<file path="config.mk">
export PLATFORM = sky130hd
export DESIGN_NAME = dsac_top
export DESIGN_NICKNAME = d
export VERILOG_FILES = /design/src/rtl/dsac_pkg.sv /design/src/rtl/dsac_ifs.sv /design/src/rtl/dsac_agu.sv /design/src/rtl/dsac_stack_chk.sv /design/src/rtl/dsac_top.sv
export VERILOG_INCLUDE_DIRS = /design/src /design/src/rtl
export SDC_FILE = /design/constraint.sdc
export NUM_CORES = 1
export LEC_CHECK = 0
export ABC_AREA = 0
export BUFFER_PORTS_ARGS = -buffer_cell sky130_fd_sc_hd__buf_2
export CORE_AREA = 2 2 152 154
export DETAILED_ROUTE_END_ITERATION = 8
export DIE_AREA = 0 0 154 156
export PLACE_DENSITY = 0.82
export SLEW_MARGIN = 20
export SYNTH_ARGS = -nofsm -noshare
export SYNTH_HDL_FRONTEND = slang
export SYNTH_HIERARCHICAL = 1
export SYNTH_SLANG_ARGS = --single-unit
export TNS_END_PERCENT = 20
</file>
<file path="constraint.sdc">
create_clock -name clk -period 7.25 [get_ports clk]
set_input_delay 0.725 -clock clk [delete_from_list [all_inputs] [get_ports clk]]
set_output_delay 0.725 -clock clk [all_outputs]
set_load 0.02 [all_outputs]
</file>
<file path="src/rtl/dsac_params.svh">
// Constants of the data space address checker
`ifndef DSAC_PARAMS_SVH
`define DSAC_PARAMS_SVH

// Start of data RAM; everything below is the register area
`define DSAC_RAM_BASE 16'h0800
// Stack pointer value after reset
`define DSAC_SP_RESET 16'h0800
// Default Y region bounds and top of implemented memory
`define DSAC_Y_BASE 16'h1800
`define DSAC_Y_END 16'h27FF
`define DSAC_MEM_TOP 16'h27FF
// Near space reach of the 13-bit absolute field
`define DSAC_NEAR_MASK 16'h1FFF
// Pointer steps for byte and word operands
`define DSAC_STEP_BYTE 16'h0001
`define DSAC_STEP_WORD 16'h0002
// Word-align mask for stack pointer and limit
`define DSAC_ALIGN_MASK 16'hFFFE
// Value returned by invalid reads
`define DSAC_ZERO_WORD 16'h0000
`define DSAC_ZERO_BYTE 8'h00

`endif

</file>
<file path="src/rtl/dsac_pkg.sv">
// Types shared by the data space address checker
package dsac_pkg;

	typedef enum logic [1:0] {
		AM_PLAIN = 2'b00,
		AM_POSTINC = 2'b01,
		AM_MODULO = 2'b10,
		AM_BITREV = 2'b11
	} dsac_mode_t;

	typedef enum logic [2:0] {
		SRC_PTR = 3'b000,
		SRC_NEAR = 3'b001,
		SRC_DIRECT = 3'b010,
		SRC_PUSH = 3'b011,
		SRC_POP = 3'b100,
		SRC_ACC_WB = 3'b101
	} dsac_src_t;

	typedef enum logic [2:0] {
		PTR_OTHER = 3'b000,
		PTR_XA = 3'b001,
		PTR_XB = 3'b010,
		PTR_YA = 3'b011,
		PTR_YB = 3'b100,
		PTR_SP = 3'b101
	} dsac_ptr_t;

endpackage

</file>
<file path="src/rtl/dsac_ifs.sv">
// Interfaces between the checker top and its pointer and stack helpers
`timescale 1ns/1ns
interface dsac_agu_if;
	import dsac_pkg::*;
	logic [15:0] ptr;
	logic [15:0] mod_start;
	logic [15:0] mod_end;
	logic [15:0] brev_inc;
	logic byte_op;
	logic brev_en;
	dsac_mode_t mode;
	logic [15:0] next_ptr;
	modport agu (input ptr, mod_start, mod_end, brev_inc, byte_op, brev_en, mode, output next_ptr);
	modport user (output ptr, mod_start, mod_end, brev_inc, byte_op, brev_en, mode, input next_ptr);
endinterface

interface dsac_stk_if;
	logic [15:0] ea;
	logic [15:0] limit;
	logic push;
	logic sp_src;
	logic limit_err;
	logic under_err;
	modport chk (input ea, limit, push, sp_src, output limit_err, under_err);
	modport user (output ea, limit, push, sp_src, input limit_err, under_err);
endinterface

</file>
<file path="src/rtl/dsac_agu.sv">
// Pointer post-modify unit: linear, modulo and bit-reversed stepping
`timescale 1ns/1ns
`include "dsac_params.svh"
module dsac_agu
	import dsac_pkg::*;
(
	dsac_agu_if.agu a
);
	logic [15:0] step;
	logic [15:0] inc;
	logic [15:0] rev_ptr;
	logic [15:0] rev_inc;
	logic [15:0] rev_sum;
	logic [15:0] brev_next;

	assign step = a.byte_op ? `DSAC_STEP_BYTE : `DSAC_STEP_WORD;
	assign inc = a.ptr + step;

	// Reverse-carry add: add in mirrored bit order, then mirror back
	genvar i;
	generate
		for (i = 0; i < 16; i++)
		begin : g_rev
			assign rev_ptr[i] = a.ptr[15 - i];
			assign rev_inc[i] = a.brev_inc[15 - i];
			assign brev_next[i] = rev_sum[15 - i];
		end
	endgenerate
	assign rev_sum = rev_ptr + rev_inc;

	always_comb
	begin
		unique case (a.mode)
			AM_PLAIN: a.next_ptr = a.ptr;
			AM_POSTINC: a.next_ptr = inc;
			// Wrap when the last element of the buffer has been used
			AM_MODULO: a.next_ptr = (a.ptr >= a.mod_end) ? a.mod_start : inc;
			// Without permission bit-reverse falls back to a plain step
			AM_BITREV: a.next_ptr = a.brev_en ? brev_next : inc;
		endcase
	end
endmodule

</file>
<file path="src/rtl/dsac_stack_chk.sv">
// Stack limit and underflow comparison on stack-pointer addresses
`timescale 1ns/1ns
`include "dsac_params.svh"
module dsac_stack_chk
#(
	parameter logic [15:0] RAM_BASE = `DSAC_RAM_BASE
)
(
	dsac_stk_if.chk s
);
	// Equal to the limit is still legal; only beyond it traps
	assign s.limit_err = s.sp_src && s.push && (s.ea > s.limit);
	assign s.under_err = s.sp_src && (s.ea < RAM_BASE);
endmodule

</file>
<file path="src/rtl/dsac_top.sv">
// Data space address checker: X/Y decode, alignment, byte lanes, stack checks
`timescale 1ns/1ns
`include "dsac_params.svh"
module dsac_top
	import dsac_pkg::*;
#(
	parameter logic [15:0] Y_BASE = `DSAC_Y_BASE,
	parameter logic [15:0] Y_END = `DSAC_Y_END,
	parameter logic [15:0] MEM_TOP = `DSAC_MEM_TOP,
	parameter logic [15:0] RAM_BASE = `DSAC_RAM_BASE
)
(
	input wire logic clk,
	input wire logic reset,
	input wire logic x_valid,
	input wire logic x_write,
	input wire logic x_byte,
	input wire logic x_mac,
	input wire dsac_src_t x_src,
	input wire dsac_ptr_t x_ptr_sel,
	input wire dsac_mode_t x_mode,
	input wire logic [15:0] x_ptr,
	input wire logic [15:0] x_dir,
	input wire logic [15:0] x_wdata,
	input wire logic x_pc_push,
	input wire logic x_exc_push,
	input wire logic [7:0] status_low_byte,
	input wire logic y_valid,
	input wire dsac_mode_t y_mode,
	input wire logic [15:0] y_ptr,
	input wire logic [15:0] mod_start,
	input wire logic [15:0] mod_end,
	input wire logic [15:0] brev_inc,
	input wire logic sp_wr,
	input wire logic [15:0] sp_wdata,
	input wire logic stack_limit_reg_wr,
	input wire logic [15:0] stack_limit_reg_wdata,
	input wire logic [15:0] mem_rdata,
	input wire logic [15:0] y_mem_rdata,
	output logic [14:0] mem_addr,
	output logic mem_re,
	output logic mem_we_lo,
	output logic mem_we_hi,
	output logic [15:0] mem_wdata,
	output logic [14:0] y_mem_addr,
	output logic y_mem_re,
	output logic [15:0] x_rdata,
	output logic x_rvalid,
	output logic x_load_we_lo,
	output logic x_load_we_hi,
	output logic [15:0] y_rdata,
	output logic y_rvalid,
	output logic [15:0] x_ea,
	output logic [15:0] x_next_ptr,
	output logic x_ptr_upd,
	output logic [15:0] y_next_ptr,
	output logic y_ptr_upd,
	output logic [15:0] stack_pointer_reg,
	output logic [15:0] stack_limit_reg,
	output logic addr_err_trap,
	output logic stack_err_trap,
	output logic [15:0] trap_addr
);
	dsac_agu_if xagu();
	dsac_agu_if yagu();
	dsac_stk_if stk();

	logic [15:0] x_ea_c;
	logic [14:0] x_word;
	logic x_in_y;
	logic x_unimpl;
	logic x_pref;
	logic x_zero;
	logic x_mis;
	logic x_rd;
	logic x_wr_ok;
	logic [15:0] x_word_data;
	logic y_go;
	logic y_in_y;
	logic y_zero;
	logic y_mis;
	logic s1_x_rd;
	logic s1_x_zero;
	logic s1_x_byte;
	logic s1_x_lsb;
	logic s1_y_rd;
	logic s1_y_zero;

	// Effective address for the X path
	always_comb
	begin
		unique case (x_src)
			SRC_NEAR: x_ea_c = x_dir & `DSAC_NEAR_MASK;
			SRC_DIRECT: x_ea_c = x_dir;
			SRC_PUSH: x_ea_c = stack_pointer_reg;
			SRC_POP: x_ea_c = stack_pointer_reg - `DSAC_STEP_WORD;
			// Pointer modes and accumulator write-back use the pointer as is
			default: x_ea_c = x_ptr;
		endcase
	end

	assign x_word = x_ea_c[15:1];
	assign x_in_y = (x_ea_c >= Y_BASE) && (x_ea_c <= Y_END);
	assign x_unimpl = x_ea_c > MEM_TOP;
	// Only MAC operand prefetch through the X pointers loses the Y block
	assign x_pref = x_mac && !x_write && (x_src == SRC_PTR) && ((x_ptr_sel == PTR_XA) || (x_ptr_sel == PTR_XB));
	assign x_zero = x_unimpl || (x_pref && x_in_y);
	assign x_mis = !x_byte && x_ea_c[0];
	assign x_rd = x_valid && !x_write;
	assign x_wr_ok = x_valid && x_write && !x_mis && !x_unimpl;

	// Calls clear the PC high byte; exceptions save the status byte there
	always_comb
	begin
		x_word_data = x_wdata;
		if (x_pc_push)
		begin
			x_word_data = {x_exc_push ? status_low_byte : `DSAC_ZERO_BYTE, x_wdata[7:0]};
		end
	end

	// Y path exists only beside a MAC prefetch
	assign y_go = y_valid && x_valid && x_mac && !x_write;
	assign y_in_y = (y_ptr >= Y_BASE) && (y_ptr <= Y_END);
	assign y_zero = !y_in_y || (y_ptr > MEM_TOP);
	assign y_mis = y_ptr[0];

	// X pointer unit may bit-reverse only on writes
	assign xagu.ptr = x_ptr;
	assign xagu.mod_start = mod_start;
	assign xagu.mod_end = mod_end;
	assign xagu.brev_inc = brev_inc;
	assign xagu.byte_op = x_byte;
	assign xagu.brev_en = x_write;
	assign xagu.mode = x_mode;
	dsac_agu u_xagu (
		.a(xagu)
	);

	// Y pointer unit: word-only, modulo allowed, never bit-reversed
	assign yagu.ptr = y_ptr;
	assign yagu.mod_start = mod_start;
	assign yagu.mod_end = mod_end;
	assign yagu.brev_inc = brev_inc;
	assign yagu.byte_op = 1'b0;
	assign yagu.brev_en = 1'b0;
	assign yagu.mode = y_mode;
	dsac_agu u_yagu (
		.a(yagu)
	);

	assign stk.ea = x_ea_c;
	assign stk.limit = stack_limit_reg;
	assign stk.push = x_src == SRC_PUSH;
	assign stk.sp_src = (x_src == SRC_PUSH) || (x_src == SRC_POP) || ((x_src == SRC_PTR) && (x_ptr_sel == PTR_SP));
	dsac_stack_chk #(
		.RAM_BASE(RAM_BASE)
	) u_stk (
		.s(stk)
	);

	// X memory request stage
	always_ff @(posedge clk)
	begin
		if (reset)
		begin
			mem_addr <= '0;
			mem_re <= 1'b0;
			mem_we_lo <= 1'b0;
			mem_we_hi <= 1'b0;
			mem_wdata <= `DSAC_ZERO_WORD;
		end
		else
		begin
			mem_addr <= x_word;
			mem_re <= x_rd && !x_zero;
			// One word decode, one strobe per byte lane
			mem_we_lo <= x_wr_ok && (!x_byte || !x_ea_c[0]);
			mem_we_hi <= x_wr_ok && (!x_byte || x_ea_c[0]);
			mem_wdata <= x_byte ? {x_wdata[7:0], x_wdata[7:0]} : x_word_data;
		end
	end

	// Y memory request stage; the Y bus has no write strobe at all
	always_ff @(posedge clk)
	begin
		if (reset)
		begin
			y_mem_addr <= '0;
			y_mem_re <= 1'b0;
		end
		else
		begin
			y_mem_addr <= y_ptr[15:1];
			y_mem_re <= y_go && !y_zero;
		end
	end

	// Read attributes carried to the return stage
	always_ff @(posedge clk)
	begin
		if (reset)
		begin
			s1_x_rd <= 1'b0;
			s1_x_zero <= 1'b0;
			s1_x_byte <= 1'b0;
			s1_x_lsb <= 1'b0;
			s1_y_rd <= 1'b0;
			s1_y_zero <= 1'b0;
		end
		else
		begin
			s1_x_rd <= x_rd;
			s1_x_zero <= x_zero;
			s1_x_byte <= x_byte;
			s1_x_lsb <= x_ea_c[0];
			s1_y_rd <= y_go;
			s1_y_zero <= y_zero;
		end
	end

	// Read return: zero for invalid, byte steered to the low lane
	always_ff @(posedge clk)
	begin
		if (reset)
		begin
			x_rdata <= `DSAC_ZERO_WORD;
			x_rvalid <= 1'b0;
			x_load_we_lo <= 1'b0;
			x_load_we_hi <= 1'b0;
		end
		else
		begin
			x_rvalid <= s1_x_rd;
			x_load_we_lo <= s1_x_rd;
			x_load_we_hi <= s1_x_rd && !s1_x_byte;
			if (s1_x_zero)
			begin
				x_rdata <= `DSAC_ZERO_WORD;
			end
			else if (s1_x_byte)
			begin
				x_rdata <= {`DSAC_ZERO_BYTE, s1_x_lsb ? mem_rdata[15:8] : mem_rdata[7:0]};
			end
			else
			begin
				x_rdata <= mem_rdata;
			end
		end
	end

	always_ff @(posedge clk)
	begin
		if (reset)
		begin
			y_rdata <= `DSAC_ZERO_WORD;
			y_rvalid <= 1'b0;
		end
		else
		begin
			y_rvalid <= s1_y_rd;
			y_rdata <= s1_y_zero ? `DSAC_ZERO_WORD : y_mem_rdata;
		end
	end

	// Pointer post-modify results for the core's register file
	always_ff @(posedge clk)
	begin
		if (reset)
		begin
			x_ea <= `DSAC_ZERO_WORD;
			x_next_ptr <= `DSAC_ZERO_WORD;
			x_ptr_upd <= 1'b0;
			y_next_ptr <= `DSAC_ZERO_WORD;
			y_ptr_upd <= 1'b0;
		end
		else
		begin
			x_ea <= x_ea_c;
			x_next_ptr <= xagu.next_ptr;
			x_ptr_upd <= x_valid && (x_src == SRC_PTR) && (x_mode != AM_PLAIN);
			y_next_ptr <= yagu.next_ptr;
			y_ptr_upd <= y_go && (y_mode != AM_PLAIN);
		end
	end

	// Stack pointer: word aligned, post-increment push, pre-decrement pop
	always_ff @(posedge clk)
	begin
		if (reset)
		begin
			stack_pointer_reg <= `DSAC_SP_RESET;
		end
		else if (sp_wr)
		begin
			stack_pointer_reg <= sp_wdata & `DSAC_ALIGN_MASK;
		end
		else if (x_valid && (x_src == SRC_PUSH))
		begin
			stack_pointer_reg <= stack_pointer_reg + `DSAC_STEP_WORD;
		end
		else if (x_valid && (x_src == SRC_POP))
		begin
			stack_pointer_reg <= stack_pointer_reg - `DSAC_STEP_WORD;
		end
	end

	// Deliberately not reset; the new limit is used from the next cycle,
	// so the core keeps a stack access out of the cycle in which the limit is written
	always_ff @(posedge clk)
	begin
		if (stack_limit_reg_wr)
		begin
			stack_limit_reg <= stack_limit_reg_wdata & `DSAC_ALIGN_MASK;
		end
	end

	// Trap requests, one cycle each, with the faulting address
	always_ff @(posedge clk)
	begin
		if (reset)
		begin
			addr_err_trap <= 1'b0;
			stack_err_trap <= 1'b0;
			trap_addr <= `DSAC_ZERO_WORD;
		end
		else
		begin
			addr_err_trap <= (x_valid && x_mis) || (y_go && y_mis);
			stack_err_trap <= x_valid && (stk.limit_err || stk.under_err);
			if (x_valid && (x_mis || stk.limit_err || stk.under_err))
			begin
				trap_addr <= x_ea_c;
			end
			else if (y_go && y_mis)
			begin
				trap_addr <= y_ptr;
			end
		end
	end

	a_x_excl_y: assert property (@(posedge clk) disable iff (reset)
		(x_valid && x_pref && x_in_y) |-> ##2 (x_rvalid && (x_rdata == `DSAC_ZERO_WORD)))
		else $error("X prefetch into Y did not return zero");

	a_linear_x: assert property (@(posedge clk) disable iff (reset)
		(x_rd && !x_mac && !x_unimpl) |=> (mem_re && (mem_addr == $past(x_word))))
		else $error("Non-MAC read not issued on the linear X path");

	a_y_only_mac: assert property (@(posedge clk) disable iff (reset)
		y_mem_re |-> $past(x_valid && x_mac && !x_write))
		else $error("Y read issued outside a MAC prefetch");

	a_acc_wb_x: assert property (@(posedge clk) disable iff (reset)
		(x_valid && x_write && (x_src == SRC_ACC_WB) && !x_byte && !x_ea_c[0] && !x_unimpl)
		|=> (mem_we_lo && mem_we_hi && (mem_addr == $past(x_word))))
		else $error("Accumulator write-back not written over X");

	a_y_no_brev: assert property (@(posedge clk) disable iff (reset)
		(y_go && (y_mode == AM_BITREV)) |=> (y_next_ptr == $past(y_ptr) + `DSAC_STEP_WORD))
		else $error("Y pointer was bit-reversed");

	a_y_zero_x: assert property (@(posedge clk) disable iff (reset)
		(y_go && !y_in_y) |-> ##2 (y_rvalid && (y_rdata == `DSAC_ZERO_WORD)))
		else $error("Y pointer into X did not return zero");

	a_byte_lane: assert property (@(posedge clk) disable iff (reset)
		(x_rd && x_byte) |-> ##2 ((x_rdata[15:8] == `DSAC_ZERO_BYTE) && x_load_we_lo && !x_load_we_hi))
		else $error("Byte read not placed in the low lane");

	a_byte_strobe: assert property (@(posedge clk) disable iff (reset)
		(x_valid && x_write && x_byte) |=> !(mem_we_lo && mem_we_hi))
		else $error("Byte write drove both lanes");

	a_misalign: assert property (@(posedge clk) disable iff (reset)
		(x_valid && x_mis) |=> (addr_err_trap && !mem_we_lo && !mem_we_hi && (trap_addr == $past(x_ea_c))))
		else $error("Odd word access not trapped or write not suppressed");

	a_pc_push: assert property (@(posedge clk) disable iff (reset)
		(x_wr_ok && x_pc_push && !x_byte) |=> (mem_wdata[15:8] == $past(x_exc_push ? status_low_byte : `DSAC_ZERO_BYTE)))
		else $error("Pushed PC high byte wrong");

	a_sp_push: assert property (@(posedge clk) disable iff (reset)
		(x_valid && (x_src == SRC_PUSH) && !sp_wr) |=> (stack_pointer_reg == $past(stack_pointer_reg) + `DSAC_STEP_WORD))
		else $error("Push did not advance stack pointer by a word");

	a_limit_equal: assert property (@(posedge clk) disable iff (reset)
		(x_valid && (x_src == SRC_PUSH) && (stack_pointer_reg == stack_limit_reg) && (stack_pointer_reg >= RAM_BASE))
		|=> !stack_err_trap)
		else $error("Push at the limit trapped");

	a_limit_over: assert property (@(posedge clk) disable iff (reset)
		(x_valid && (x_src == SRC_PUSH) && (stack_pointer_reg > stack_limit_reg)) |=> stack_err_trap)
		else $error("Push beyond the limit did not trap");

	a_underflow: assert property (@(posedge clk) disable iff (reset)
		(x_valid && (x_src == SRC_POP) && (x_ea_c < RAM_BASE)) |=> (stack_err_trap && (trap_addr == $past(x_ea_c))))
		else $error("Stack underflow not trapped");
endmodule

</file>
======== Yosys cells after proc, flatten, opt, wreduce, memory -nomap -nowiden ========
Index checks and enable logic that the tools add are counted.
storage, ports and cells
  output and inout port bits .............. 186
  word-level logic and storage cells ...... 140
  bits in registers ....................... 190
  bits of input ports ..................... 205
operators by class
  order comparisons ....................... 10
  add/subtract/negate cells ............... 5
  reduce and logical (&&, ||, !) cells .... 65
  muxes and demuxes ....................... 17
  equal/unequal tests ..................... 13
operator list
  cell                   count
  $mux 16                10
  $pmux 16 s4            2
  $pmux 16 s3            1
  $add 16x16->16         2
  $add 16x2->16 const B  2
  $ge 16x13->1 const B   2
  $ge 16x16->1           2
  $gt 16x14->1 const B   2
  $le 16x14->1 const B   2
  $logic_and 1x1->1      32
  $mux 8                 3
  $gt 16x16->1           1
  $lt 16x12->1 const B   1
  $sub 16x2->16 const B  1
  $logic_or 1x1->1       11
  $eq 3x2->1 const B     3
  $logic_not 1->1        9
  $eq 2x2->1 const B     4
  $reduce_bool 2->1      4
  $reduce_or 2->1        4
  $eq 3x1->1 const B     2
  $eq 3x3->1 const B     2
  $eq 2x1->1 const B     2
  $logic_not 2->1        2
  other kinds (4)        4

======== Depth between registers and ports, before layout ========
  depth in word-level cells ............... 9
  mapped depth ............................ 19
  depth with buffers taken out ............ 18

======== Hierarchy ========
The synthesis kept the hierarchy.
modules (own cells, without submodules)
  module              times used  sequential area each (um^2)  cells each  area an instance (um^2)
  dsac_top            1           3613.5                       771         7155.6
  dsac_agu at u_yagu  1           0.0                          303         2079.5
  dsac_agu at u_xagu  1           0.0                          293         2043.2
  dsac_stack_chk      1           0.0                          59          419.2

======== Worst setup path after synthesis ========
OpenSTA, ideal clock, no wires.
  path kind ............................... input -> register
  start ................................... in x_src[0]
  end ..................................... reg trap_addr[12]
  stages .................................. 18
  data required time ...................... 7.164 ns
  library setup time ...................... 0.086 ns
  arrival ................................. 3.927 ns
  slack ................................... 3.237 ns
  path buffers ............................ 5
  path through ............................ buf_2 > buf_2 > buf_2 > buf_2 > mux2i_1 > a211oi_1 > a21oi_1 > inv_1 > ha_1 > nand4_1 > or4_1 > nand3_1 > a21oi_1 > o21ai_0 > and2_1 > buf_2 > nor2_1 > a211oi_1
on the way
  elaborated cells on any way between the ends .. 20
  those cells by class .................... order compare: 2; eq/ne: 4; mux: 2; reduce/logical: 12
RTL lines
  element                                       line                  source
  from (decl)                                   dsac_top.sv:19        input wire dsac_src_t x_src,
  $eq 3x3->1 (tied with other cells)            dsac_top.sv:92        unique case (x_src)
  $pmux 16 s4 (*)                               dsac_top.sv:92
  named net stk.ea[10]                          dsac_ifs.sv:18        logic [15:0] ea;
  $gt 16x16->1 (*)                              dsac_stack_chk.sv:12  assign s.limit_err = s.sp_src && s.push && (s.ea > s.limit);
  $logic_and 1x1->1 (*)                         dsac_stack_chk.sv:12
  named net stk.limit_err                       dsac_ifs.sv:22        logic limit_err;
  $logic_or 1x1->1 (*) (2 in a row)             dsac_top.sv:331       if (x_valid && (x_mis || stk.limit_err || stk.under_err))
  $logic_and 1x1->1 (*)                         dsac_top.sv:331
  $mux 16 or $reduce_bool 2->1 (tied branches)  -
  to (signal assigned)                          dsac_top.sv:325       trap_addr <= `DSAC_ZERO_WORD;
  to (signal assigned)                          dsac_top.sv:337       trap_addr <= y_ptr;
  to (decl)                                     dsac_top.sv:62        output logic [15:0] trap_addr
Mark *: on every way through the listed nets, which the timed path passes. The rest lies on a longest branch.
A chain may end at the register's enable or synchronous reset.

======== Worst setup path in the final report ========
  start ................................... reg stack_pointer_reg[1]
  end ..................................... reg trap_addr[4]
on the way
  longest elaborated chain between the ends .. 8
  elaborated cells on any way between the ends .. 11
  those cells by class .................... add/sub: 1; order compare: 2; mux: 2; reduce/logical: 6
ends and longest elaborated chain
  element                                       line                  source
  from (decl)                                   dsac_top.sv:58        output logic [15:0] stack_pointer_reg,
  from (signal assigned)                        dsac_top.sv:292       stack_pointer_reg <= `DSAC_SP_RESET;
  from (signal assigned)                        dsac_top.sv:296       stack_pointer_reg <= sp_wdata & `DSAC_ALIGN_MASK;
  from (signal assigned)                        dsac_top.sv:300       stack_pointer_reg <= stack_pointer_reg + `DSAC_STEP_WORD;
  $sub 16x2->16 (no line) (*)                   -
  $pmux 16 s4 (*)                               dsac_top.sv:92
  named net stk.ea[7]                           dsac_ifs.sv:18
  $gt 16x16->1 (*)                              dsac_stack_chk.sv:12
  $logic_and 1x1->1 (*)                         dsac_stack_chk.sv:12
  named net stk.limit_err                       dsac_ifs.sv:22
  $logic_or 1x1->1 (*) (2 in a row)             dsac_top.sv:331
  $logic_and 1x1->1 (*)                         dsac_top.sv:331
  $mux 16 or $reduce_bool 2->1 (tied branches)  -
Marks and branches as above.

==> impl_metrics.json <==
{
  "grt_pass1_vias": 11200,
  "cts.path.max_buffers": 2,
  "hp-class": "reg2reg",
  "overflow": 0,
  "final_area_um2": 14200,
  "utilization_pct": 63.4,
  "nFillCells": 1960,
  "syn_to_final_growth_pct": 21.2,
  "path_max_fanout": 20,
  "cts_resized": 0,
  "synth_top_area_share_pct": 27.0,
  "ys_ff_latch": 173,
  "fin_tns_setup_ps": 0,
  "start_util_pct": 52.3,
  "path_depth": 17,
  "reg2reg_slack_ps": 2290,
  "fin_cells": 2044,
  "cts_tree": "yes",
  "place.gp.congestion": 0.965,
  "die_w_um": 154,
  "grt_start_max_net_pins": 70,
  "rsz0062_at_grt": "false",
  "async_flop_share_pct": 0,
  "critPathLaunchType": "flop",
  "synth_edf_count": 15,
  "cp_cell_sequence": "inv_1 -> ha_1 -> or4b_1 -> nor2_1 -> xnor2_1 -> o21ai_0 -> a21oi_1 -> inv_1 -> ha_1 -> nand4_1 -> or4_1 -> nand3_1 -> a21oi_1 -> o21ai_0 -> nand2_1 -> a211oi_1 -> a211oi_1",
  "worst_path_max_delay_cell": "or4_1",
  "drv_slew": 0,
  "setup_viol": 0,
  "cts_root_buf": "clkbuf_16",
  "min_period_over_period_pct": 68.4,
  "ff_latch_area_um2": 3610,
  "post-route-min-period_ps": 4960,
  "crit_path_end": "trap_addr[4]",
  "fin_skew_ps": 17.5,
  "ant_nets": 0,
  "grt_pass1_wl_um": 62900,
  "drt_iter0_markers": 1491,
  "crit_required_ps": 7540,
  "path_buf_inv": 2,
  "powerDensity_nw_per_um2": 202,
  "p_leak_nw": 6.71,
  "synthesis.area_um2": 11700,
  "yosys-top-cells-count": "dfxtp_1, a21oi_1, nor2_1",
  "post_cts_buffers": 0,
  "fmax_mhz": 202,
  "max_stage_delay_ps": 560,
  "yosysWarnings": 6,
  "crit_type": "reg2reg",
  "yosysTopAreaCell": "dfxtp_1",
  "multi_input_area_um2": 7270,
  "io_buffers": 386,
  "core_um2": 22400,
  "track_usage_pct": 33.8,
  "ctsHoldBuffers": 0,
  "nNetsFinal": 2037,
  "cap_violations": 0,
  "vias": 12300,
  "routed_wl_um": 42500,
  "status": "complete, no violations",
  "syn-mean-instance-area_um2": 8.20,
  "clk_latency_ps": 440,
  "reg2reg_from": "stack_pointer_reg[1]",
  "dpl.hpwl_um": 33200,
  "crit_path_end_kind": "flop",
  "crit_arrival_ps": 5250,
  "ys_seq_area_share_pct": 30.9,
  "wl_per_cell_um": 20.8,
  "antenna_found_initial": 2,
  "layout-drive-gt1-share_pct": 26.4,
  "relSlewSlack_pct": 33.6,
  "finalHoldViolations": 0,
  "setup_slack_ps": 2290,
  "drt_first_pass_iters": 8,
  "die_h_um": 156,
  "cts_buffers": 17,
  "tightestPinTransition_ps": 992,
  "yosysMostFrequentCell": "dfxtp_1",
  "drc": 0,
  "syn-instance-count": 1426,
  "dp.cells": 2010,
  "synth_ff_type": "dfxtp_1",
  "r2r_end": "trap_addr[4]",
  "synth_cell_type_count": 96,
  "htreeDepth": 4,
  "r2r_cells": 17,
  "via_per_inst": 5.99,
  "cp_top_family": "simple AND/OR/NAND/NOR gates",
  "clock_sinks": 173,
  "cts.clk_slew.worst_paths_ps": 80,
  "rows": 55,
  "pre_cts_slack_ps": 2230,
  "io_pins": 391,
  "die_area_um2": 24000,
  "critPathLaunch": "stack_pointer_reg[1]",
  "synth_area_leaders": "dfxtp_1, ha_1, nor2b_1, a21oi_1, edfxtp_1",
  "ir_drop_v": 0.000188,
  "place_area_um2": 13500
}
[through the flow]
| step | total power, mW | hold WS (ps) |
|---|---|---|
| detailed placement | 1.89 | 437 |
| global placement | 1.87 | 443 |
| global route | 2.98 | 439 |
| finish | 2.86 | 449 |
| floorplan | 1.62 | 414 |
| CTS | 2.85 | 443 |
[logic make-up after synthesis]
kind of cell               after synthesis  synth area share, %
AOI/OAI and AO/OA                      371                 21.0
xor gates and xnor gates                69                 5.17
DFF                                    173                 30.9
adders and majority gates               89                 9.76
muxes                                   33                 2.88
buffers and inverters                  187                 7.11
and+or+nand+nor                        503                 23.2
other                                    1               0.0321
[area by class of cell]
type,count,share of cell area (%)
repair buffers,387,13.7
clock buffers,17,3.00
multi-input cells,1072,51.3
diodes,2,0.0353
clock inverters,15,1.47
flip-flops and latches,173,25.5
well taps,285,2.52
inverters,93,2.46
[metal layers]
metal | vias up | global-route usage, % | share of wire, %
met4 | 0 | 15.8 | 4.7
met3 | 141 | 7.03 | 11
li1 | 5677 | - | -
met5 | - | 0 | 0
met1 | 5651 | 42.6 | 39
met2 | 784 | 55.4 | 46
[worst min path at each step]
stage                                  start            endpoint  slack [ps]  depth (start not counted)
floorplan                            s1_y_rd            y_rvalid         410                          1
global placement                     s1_y_rd            y_rvalid         440                          1
detailed placement                   s1_y_rd            y_rvalid         440                          1
CTS                 stack_limit_reg_wdata[6]  stack_limit_reg[6]         440                          1
global route        stack_limit_reg_wdata[8]  stack_limit_reg[8]         440                          1
finish                               s1_y_rd            y_rvalid         450                          1
[power breakdown]
group | leakage (nW) | switching [mW] | internal, mW | total (mW)
logic | 4.95 | 0.516 | 0.309 | 0.826
registers | 1.45 | 0.0385 | 1.03 | 1.07
clock network | 0.303 | 0.491 | 0.480 | 0.970
total | 6.71 | 1.05 | 1.82 | 2.86
[cells in the final DEF (no fill, tap or decap), types with 8 or more instances in the layout]
cell type / synthesis / final
edfxtp_1: 15 / 15
o21ai_1: 18 / 18
xnor2_1: 35 / 35
nand4_1: 23 / 23
and2_1: 32 / 32
a21o_1: 16 / 16
mux2i_1: 28 / 28
a221oi_1: 8 / 8
o21ai_0: 48 / 48
nand2_1: 86 / 86
a211oi_1: 52 / 52
buf_2: 16 / 385
a21oi_1: 120 / 120
o22ai_1: 10 / 10
and3_1: 10 / 10
nor2b_1: 99 / 99
nand3_1: 37 / 37
ha_1: 84 / 84
nand2b_1: 12 / 12
clkbuf_16: 0 / 17
nor3_1: 31 / 31
nor2_1: 111 / 111
o21a_1: 14 / 14
a31oi_1: 14 / 14
xor2_1: 34 / 34
dfxtp_1: 158 / 158
inv_1: 91 / 91
No activity file was read; power rests on OpenSTA's default activity.
